`src/core/tcv_defines.svh`:
```
/*
   Offsets, field positions, reset values and codes of the timer
   capture/compare control and vector block.
   Assumes inclusion by bare name from every design file that uses its macros.
*/
`ifndef TCV_DEFINES_SVH
`define TCV_DEFINES_SVH
`define TCV_NCH        7
`define TCV_IDX_VEC    4'h7
`define TCV_IDX_OVF    4'h8
`define TCV_IDX_STAT   4'h9
`define TCV_IDX_MASK   4'ha
`define TCV_CM_HI      15
`define TCV_CM_LO      14
`define TCV_IS_HI      13
`define TCV_IS_LO      12
`define TCV_CSEL       8
`define TCV_MODE_HI    7
`define TCV_MODE_LO    5
`define TCV_IE         4
`define TCV_RDBK       3
`define TCV_DOUT       2
`define TCV_OVR        1
`define TCV_FLG        0
`define TCV_OVF_FLG    0
`define TCV_OVF_IE     1
`define TCV_CTL_RST    16'h0000
`define TCV_CTL_WMASK  16'hfff7
`define TCV_VEC_NONE   4'h0
`define TCV_VEC_OVF    4'he
`define TCV_BUS_LAT    1
`endif

```
`src/core/tcv_pkg.sv`:
```
/*
   Types of the timer capture/compare control and vector block.
   Assumes nothing of its surroundings.
*/
package tcv_pkg;
   typedef enum logic [2:0] {
      TCV_OM_BIT, TCV_OM_SET, TCV_OM_TOG_RST, TCV_OM_SET_RST,
      TCV_OM_TOG, TCV_OM_RST, TCV_OM_TOG_SET, TCV_OM_RST_SET
   } tcv_outmode_t;

   typedef struct packed {
      logic [2:0] a_sy;
      logic [2:0] b_sy;
      logic       a_f;
      logic       b_f;
      logic       in_prev;
      logic       out;
   } tcv_chan_st_t;

   typedef struct packed {
      logic [6:0][15:0] ctl;
      logic [1:0]       ovf;
      logic [7:0]       stat;
      logic [7:0]       mask;
      logic             wreq;
      logic [15:0]      rdata;
      logic [3:0]       code;
      logic             irq;
   } tcv_top_st_t;
endpackage : tcv_pkg

```
`src/core/tcv_chan_if.sv`:
```
/*
   Carrier between the register file and one channel unit.
   Assumes both ends run on the same clock.
*/
`timescale 1ns/1ns
interface tcv_chan_if;
   logic [15:0] ctl;
   logic        eq;
   logic        eq0;
   logic        out;
   logic        readback;
   logic        evt;
   modport regs (output ctl, eq, eq0, input out, readback, evt);
   modport chan (input ctl, eq, eq0, output out, readback, evt);
endinterface : tcv_chan_if

```
`src/core/tcv_vector.sv`:
```
/*
   Priority encoder of pending enabled sources into a vector code.
   Assumes pend_i bit 0..5 are channels 1..6, bit 6 the overflow.
*/
`timescale 1ns/1ns
`include "tcv_defines.svh"
module tcv_vector (
   input  wire logic       clock_i,
   input  wire logic       resetn_i,
   input  wire logic [6:0] pend_i,
   output logic      [3:0] code_o
);
   // ********************
   // Encoder
   // ********************
   function automatic logic [3:0] tcv_prio(input logic [6:0] p);
      tcv_prio = `TCV_VEC_NONE;
      for (int i = 6; i >= 0; i--) begin
         if (p[i]) begin
            tcv_prio = 4'((i + 1) * 2);
         end
      end
   endfunction : tcv_prio

   assign code_o = tcv_prio(pend_i);
endmodule : tcv_vector

```
`src/core/tcv_channel.sv`:
```
/*
   Output unit and capture input path of one channel.
   Assumes equal pulses on the same clock; capture pins asynchronous.
*/
`timescale 1ns/1ns
`include "tcv_defines.svh"
module tcv_channel (
   input  wire logic clock_i,
   input  wire logic resetn_i,
   input  wire logic capin_a_i,
   input  wire logic capin_b_i,
   tcv_chan_if.chan  ch
);
   tcv_pkg::tcv_chan_st_t s_r;
   tcv_pkg::tcv_chan_st_t s_nxt;
   tcv_pkg::tcv_outmode_t mode;
   logic [1:0]            cm;
   logic                  sel;
   logic                  edge_hit;

   assign mode = tcv_pkg::tcv_outmode_t'(ch.ctl[`TCV_MODE_HI:`TCV_MODE_LO]);
   assign cm = ch.ctl[`TCV_CM_HI:`TCV_CM_LO];
   assign edge_hit = (cm[0] & sel & ~s_r.in_prev)
                   | (cm[1] & ~sel & s_r.in_prev);
   assign ch.evt = ch.ctl[`TCV_CSEL] ? edge_hit : ch.eq;
   assign ch.out = s_r.out;
   assign ch.readback = sel;

   always_comb begin
      case (ch.ctl[`TCV_IS_HI:`TCV_IS_LO])
         2'h0: sel = s_r.a_f;
         2'h1: sel = s_r.b_f;
         2'h2: sel = 1'h0;
         default: sel = 1'h1;
      endcase
   end

   // ********************
   // Next state
   // ********************
   always_comb begin
      s_nxt = s_r;
      s_nxt.a_sy = {s_r.a_sy[1:0], capin_a_i};
      s_nxt.b_sy = {s_r.b_sy[1:0], capin_b_i};
      if (s_r.a_sy[1] == s_r.a_sy[2]) begin
         s_nxt.a_f = s_r.a_sy[2];
      end
      if (s_r.b_sy[1] == s_r.b_sy[2]) begin
         s_nxt.b_f = s_r.b_sy[2];
      end
      s_nxt.in_prev = sel;
      case (mode)
         tcv_pkg::TCV_OM_BIT: s_nxt.out = ch.ctl[`TCV_DOUT];
         tcv_pkg::TCV_OM_SET: if (ch.eq) s_nxt.out = 1'h1;
         tcv_pkg::TCV_OM_TOG_RST:
            if (ch.eq0) s_nxt.out = 1'h0;
            else if (ch.eq) s_nxt.out = ~s_r.out;
         tcv_pkg::TCV_OM_SET_RST:
            if (ch.eq0) s_nxt.out = 1'h0;
            else if (ch.eq) s_nxt.out = 1'h1;
         tcv_pkg::TCV_OM_TOG: if (ch.eq) s_nxt.out = ~s_r.out;
         tcv_pkg::TCV_OM_RST: if (ch.eq) s_nxt.out = 1'h0;
         tcv_pkg::TCV_OM_TOG_SET:
            if (ch.eq0) s_nxt.out = 1'h1;
            else if (ch.eq) s_nxt.out = ~s_r.out;
         default:
            if (ch.eq0) s_nxt.out = 1'h1;
            else if (ch.eq) s_nxt.out = 1'h0;
      endcase
   end

   always_ff @(posedge clock_i or negedge resetn_i) begin
      if (!resetn_i) begin
         s_r <= '0;
      end else begin
         s_r <= s_nxt;
      end
   end
endmodule : tcv_channel

```
`src/core/tcv_top.sv`:
```
/*
   Capture/compare channel control registers, overflow flag, priority
   vector register and interrupt logic behind an Avalon-MM slave.
   Assumes the counter supplies same-clock equal pulses per channel
   and an overflow pulse; capture pins are asynchronous.
*/
`timescale 1ns/1ns
`include "tcv_defines.svh"
module tcv_top (
   input  wire logic        clock_i,
   input  wire logic        resetn_i,
   input  wire logic [3:0]  avs_address_i,
   input  wire logic        avs_read_i,
   input  wire logic        avs_write_i,
   input  wire logic [31:0] avs_writedata_i,
   input  wire logic [3:0]  avs_byteenable_i,
   output logic      [31:0] avs_readdata_o,
   output logic             avs_waitrequest_o,
   output logic             irq_o,
   input  wire logic [6:0]  chan_equal_i,
   input  wire logic        ovf_event_i,
   input  wire logic [6:0]  capin_a_i,
   input  wire logic [6:0]  capin_b_i,
   output logic      [6:0]  chan_out_o
);
   // ********************
   // Declarations
   // ********************
   tcv_pkg::tcv_top_st_t s_r;
   tcv_pkg::tcv_top_st_t s_nxt;
   logic [6:0][15:0]     ctl_rd;
   logic [6:0]           evt;
   logic [6:0]           rdbk;
   logic [6:0]           pend;
   logic [3:0]           vec_code;
   logic                 req;
   logic                 first;
   logic                 take;
   logic                 wr_go;
   logic                 rd_go;
   logic [15:0]          wd;
   logic [15:0]          wm;
   logic [7:0]           wm8;

   // ********************
   // Bus strobes
   // ********************
   assign req   = avs_read_i | avs_write_i;
   assign first = req & s_r.wreq;
   assign take  = req & ~s_r.wreq;
   assign wr_go = avs_write_i & take;
   assign rd_go = avs_read_i & take;
   assign wd    = avs_writedata_i[15:0];
   assign wm    = {{8{avs_byteenable_i[1]}}, {8{avs_byteenable_i[0]}}};
   assign wm8   = {8{avs_byteenable_i[0]}};

   assign avs_readdata_o    = {16'h0000, s_r.rdata};
   assign avs_waitrequest_o = s_r.wreq;
   assign irq_o             = s_r.irq;

   // ********************
   // Channels
   // ********************
   for (genvar g = 0; g < `TCV_NCH; g++) begin : g_ch
      tcv_chan_if cif ();
      assign ctl_rd[g] = {s_r.ctl[g][15:4], rdbk[g], s_r.ctl[g][2:0]};
      assign cif.ctl = s_r.ctl[g];
      assign cif.eq  = chan_equal_i[g];
      assign cif.eq0 = chan_equal_i[0];
      assign evt[g]  = cif.evt;
      assign rdbk[g] = cif.readback;
      assign chan_out_o[g] = cif.out;
      tcv_channel u_ch (
         .clock_i   (clock_i),
         .resetn_i  (resetn_i),
         .capin_a_i (capin_a_i[g]),
         .capin_b_i (capin_b_i[g]),
         .ch        (cif)
      );
   end

   // ********************
   // Vector
   // ********************
   for (genvar g = 1; g < `TCV_NCH; g++) begin : g_pend
      assign pend[g-1] = s_r.ctl[g][`TCV_FLG] & s_r.ctl[g][`TCV_IE];
   end
   assign pend[6] = s_r.ovf[`TCV_OVF_FLG] & s_r.ovf[`TCV_OVF_IE];

   tcv_vector u_vec (
      .clock_i  (clock_i),
      .resetn_i (resetn_i),
      .pend_i   (pend),
      .code_o   (vec_code)
   );

   // ********************
   // Read mux
   // ********************
   function automatic logic [15:0] rd_word(input logic [3:0] a);
      rd_word = 16'h0000;
      if (a < 4'(`TCV_NCH)) begin
         rd_word = ctl_rd[a[2:0]];
      end else if (a == `TCV_IDX_VEC) begin
         rd_word = {12'h000, vec_code};
      end else if (a == `TCV_IDX_OVF) begin
         rd_word = {14'h0000, s_r.ovf};
      end else if (a == `TCV_IDX_STAT) begin
         rd_word = {8'h00, s_r.stat};
      end else if (a == `TCV_IDX_MASK) begin
         rd_word = {8'h00, s_r.mask};
      end
   endfunction : rd_word

   // ********************
   // Next state
   // ********************
   always_comb begin
      s_nxt = s_r;
      s_nxt.wreq = ~first;
      if (first) begin
         s_nxt.rdata = rd_word(avs_address_i);
         s_nxt.code  = vec_code;
      end
      // Software writes and clears first, hardware sets after
      if (wr_go) begin
         for (int k = 0; k < `TCV_NCH; k++) begin
            if (avs_address_i == 4'(k)) begin
               s_nxt.ctl[k] = (s_r.ctl[k] & ~(wm & `TCV_CTL_WMASK))
                            | (wd & wm & `TCV_CTL_WMASK);
            end
         end
         if (avs_address_i == `TCV_IDX_OVF && avs_byteenable_i[0]) begin
            s_nxt.ovf = wd[1:0];
         end
         if (avs_address_i == `TCV_IDX_STAT) begin
            s_nxt.stat = s_r.stat & ~(wd[7:0] & wm8);
         end
         if (avs_address_i == `TCV_IDX_MASK && avs_byteenable_i[0]) begin
            s_nxt.mask = wd[7:0];
         end
      end
      if (rd_go && avs_address_i == `TCV_IDX_VEC) begin
         if (s_r.code == `TCV_VEC_OVF) begin
            s_nxt.ovf[`TCV_OVF_FLG] = 1'h0;
         end
         for (int k = 1; k < `TCV_NCH; k++) begin
            if (s_r.code == 4'(k * 2)) begin
               s_nxt.ctl[k][`TCV_FLG] = 1'h0;
            end
         end
      end
      for (int k = 0; k < `TCV_NCH; k++) begin
         if (evt[k]) begin
            if (s_r.ctl[k][`TCV_CSEL] && s_r.ctl[k][`TCV_FLG]) begin
               s_nxt.ctl[k][`TCV_OVR] = 1'h1;
            end
            s_nxt.ctl[k][`TCV_FLG] = 1'h1;
            s_nxt.stat[k] = 1'h1;
         end
      end
      if (ovf_event_i) begin
         s_nxt.ovf[`TCV_OVF_FLG] = 1'h1;
         s_nxt.stat[7] = 1'h1;
      end
      s_nxt.irq = |(s_nxt.stat & s_nxt.mask);
   end

   // ********************
   // State register
   // ********************
   always_ff @(posedge clock_i or negedge resetn_i) begin
      if (!resetn_i) begin
         s_r <= '0;
         s_r.ctl <= {`TCV_NCH{`TCV_CTL_RST}};
         s_r.code <= `TCV_VEC_NONE;
         s_r.wreq <= 1'h1;
      end else begin
         s_r <= s_nxt;
      end
   end
endmodule : tcv_top

```
`config.mk`:
```
export PLATFORM = sky130hd
export DESIGN_NAME = tcv_top
export DESIGN_NICKNAME = d
export VERILOG_FILES = /design/src/core/tcv_pkg.sv /design/src/core/tcv_chan_if.sv /design/src/core/tcv_vector.sv /design/src/core/tcv_channel.sv /design/src/core/tcv_top.sv
export VERILOG_INCLUDE_DIRS = /design/src /design/src/core
export SDC_FILE = /design/constraint.sdc
export NUM_CORES = 1
export LEC_CHECK = 0
export BUFFER_PORTS_ARGS = -buffer_cell sky130_fd_sc_hd__buf_2
export CAP_MARGIN = 10
export CELL_PAD_IN_SITES_DETAIL_PLACEMENT = 1
export CELL_PAD_IN_SITES_GLOBAL_PLACEMENT = 1
export CORE_MARGIN = 2
export CORE_UTILIZATION = 48
export DETAILED_ROUTE_END_ITERATION = 8
export GPL_ROUTABILITY_DRIVEN = 0
export PLACE_DENSITY_LB_ADDON = 0.1
export SLEW_MARGIN = 20
export SYNTH_ARGS = -nofsm -noshare
export SYNTH_HDL_FRONTEND = slang
export SYNTH_SLANG_ARGS = --single-unit
```
`constraint.sdc`:
```
create_clock -name clock_i -period 2.6 [get_ports clock_i]
set_clock_uncertainty 0.05 [all_clocks]
set_input_delay 0.52 -clock clock_i [delete_from_list [all_inputs] [get_ports clock_i]]
set_output_delay 0.52 -clock clock_i [all_outputs]
set_load 0.1 [all_outputs]
```
==> out/results.ini <==
[placement]
io_buffers = 72
dpl-instance-area_um2 = 10550
place_hpwl_mm = 18.95

[global_route]
grt_max_degree = 70
antenna_found_initial = 0
grt_pass1_wl_mm = 42.65
grt.total_usage_pct = 25.59
grt_pass1_vias = 7446
overflow = 0

[critical_path]
slowest_stage = dfstp_4
path_cells = and4bb_2, and3_1, buf_4, mux2_4, nand3_1, o221ai_1, or4_4
worstPathRequired_ns = 2.94
cp.arrival_ns = 2.83
cp_top_family = simple AND/OR/NAND/NOR gates
start_kind = register
cp_num_cells = 7
reg2regPathDepth = 7
cp-end-kind = register
critPathKind = reg2reg
path_buf_inv = 1
critPathMaxStageDelay_ns = 0.65
cp_max_fo = 6

[detailed_routing]
vias = 6737
viasPerCell = 5.666
drc = 0
dr.pass1.iters = 4
detail-route-antenna-nets = 0
drt_iter0_markers = 377
post_drt_wl_per_cell_um = 22.51
wl_mm = 26.77

[timing]
slew-limit-headroom_pct = 60.14
setup_viol = 0
hold_viol_final = 0
period_share_pct = 95.94
drv_slew = 0
rsz0062_at_grt = no
min_period_ns = 2.495
fmax_ghz = 0.4009
worstMarginPinSlew_ns = 0.5979

[clock_network]
clk_pin_slew_worst_paths_ns = 0.06
cts_tree = built
cts-buffers-inserted = 23
cts_root_buf = clkbuf_16
cts_setup_buffers = 0
cts_max_level = 1
clock_latency_ns = 0.52
clock-sinks = 214
clk_path_buf_depth = 3

[floorplanning]
rows = 52
placeableCoreArea_um2 = 20170
die_area_um2 = 21640
die_h_um = 147.1
die_w_um = 147.1
io_pins = 107
start_util_pct = 48.73

[synth]
synth_largest_type_area_fraction_pct = 54.23
ys_seq_area_share_pct = 54.50
synth.distinct_cells = 52
synth_area_per_cell_um2 = 12.09
synthFlopType = dfrtp_1
yosysWarnings = 0
syn_inst = 813
netlist_top_cells_area = dfrtp_1 (54%), mux2_2 (11%), mux2i_1 (4.6%)
syn_area_um2 = 9828
ys_ff_latch = 214
synth_edf_count = 0
yosysTopAreaCell = dfrtp_1
synthArstFlopShare_pct = 100.0

[layout]
fin_nets = 980
final_common_cell = dfrtp_1
area_delta_synth_final_pct = 15.80
layout_common_cells = dfrtp_1 (213), mux2_2 (100), nand2_1 (78)
post-route-util_pct = 56.43
drive_gt1_share_pct = 30.17
design_area_um2 = 11380

[power]
peakVddDrop_mv = 0.6286
total_power_mw = 9.696
power_density_nw_per_um2 = 851.9
p_leak_nw = 5.267

[worst_hold_path]
whs_path_depth = 1
hold_class = in2reg

[flow_run]
max_cap_violations = 0

[outcome]
status = finished clean

## repair_timing
item	in CTS	in global routing
setup endpoints to repair	0	1
hold buffers	1	0
endpoints found under the hold margin	63	0
resized for setup	0	6
## power by group
| group | internal [mW] | switching (mW) |
|---|---|---|
| clock | 2.09 | 1.35 |
| combinational | 0.687 | 1.46 |
| sequential | 3.76 | 0.357 |
| total | 6.54 | 3.16 |
## layer usage
metal,wire length [um],GRT usage (%),vias to the layer above
met3,1131,3.509,59
li1,-,-,3014
met4,1124,10.19,0
met2,13330,43.64,172
met5,0,0,-
met1,11180,33.30,3492
## worst paths after layout
| path | startpoint | slack (ns) | end |
|---|---|---|---|
| worst max register to register | avs_waitrequest_o | 0.11 | irq_o |
| max in group asynchronous | resetn_i | 1.21 | avs_waitrequest_o |
| worst min-delay path | capin_b_i[3] | 0.05 | g_ch[3].u_ch.s_nxt[5] |
| min in group asynchronous | resetn_i | 0.53 | avs_readdata_o[1] |
| worst max-delay path | avs_waitrequest_o | 0.11 | irq_o |
| worst min register to register | g_ch[0].u_ch.s_nxt[5] | 0.30 | g_ch[0].u_ch.s_nxt[6] |
## Yosys cell counts, types with 2 or more instances
master,n
a31oi_1,3
mux2_2,100
dfrtp_1,213
mux4_2,12
mux2i_1,45
ha_1,12
and3_1,3
a211oi_1,6
clkbuf_1,17
nand2b_1,20
o22ai_1,5
buf_6,2
o211ai_1,12
maj3_1,14
a21oi_1,29
nor3_1,4
a221o_1,2
buf_2,7
nor2b_1,11
and2_1,2
o22a_1,2
mux4_1,3
o21ai_0,43
o311ai_0,2
nand3_1,13
o221ai_1,7
buf_1,2
a221oi_1,4
nor2_1,41
inv_1,25
a22o_1,8
a22oi_1,8
nand2_1,78
buf_4,40
## final cells by class
class                      count  area (um2)
fill                        2101        8788
sequential                   214        5360
multi-input combinational    521        4020
timing repair buffer         117       760.7
clock buffer                  35       710.7
tap                          270       337.8
clock inverter                 6       95.09
inverter                      25       93.84
antenna                        1       2.502
## logic make-up after synthesis
family	Yosys count	synth area share, %
and+or+nand+nor	180	8.453
adders and majority gates	26	2.953
buffers and inverters	93	5.321
DFF	214	54.50
muxes	161	19.75
AOI/OAI and AO/OA	138	8.988
other	1	0.03816
## per-stage QoR
stage / hold slack [ns] / setup TNS [ns] / std cells / worst slack, ns
after global routing: 0.02971 / 0 / 1188 / 0.01269
after floorplan: 0.1744 / 0 / 828 / 0.008314
after CTS: 0.03302 / 0 / 1188 / 0.004025
after global placement: 0.2817 / -0.02451 / 1146 / -0.02451
final: 0.05200 / 0 / 1189 / 0.1055
after detailed placement: 0.2855 / -0.1168 / 1146 / -0.1168
Note: power is estimated with default switching activity, not from simulation.
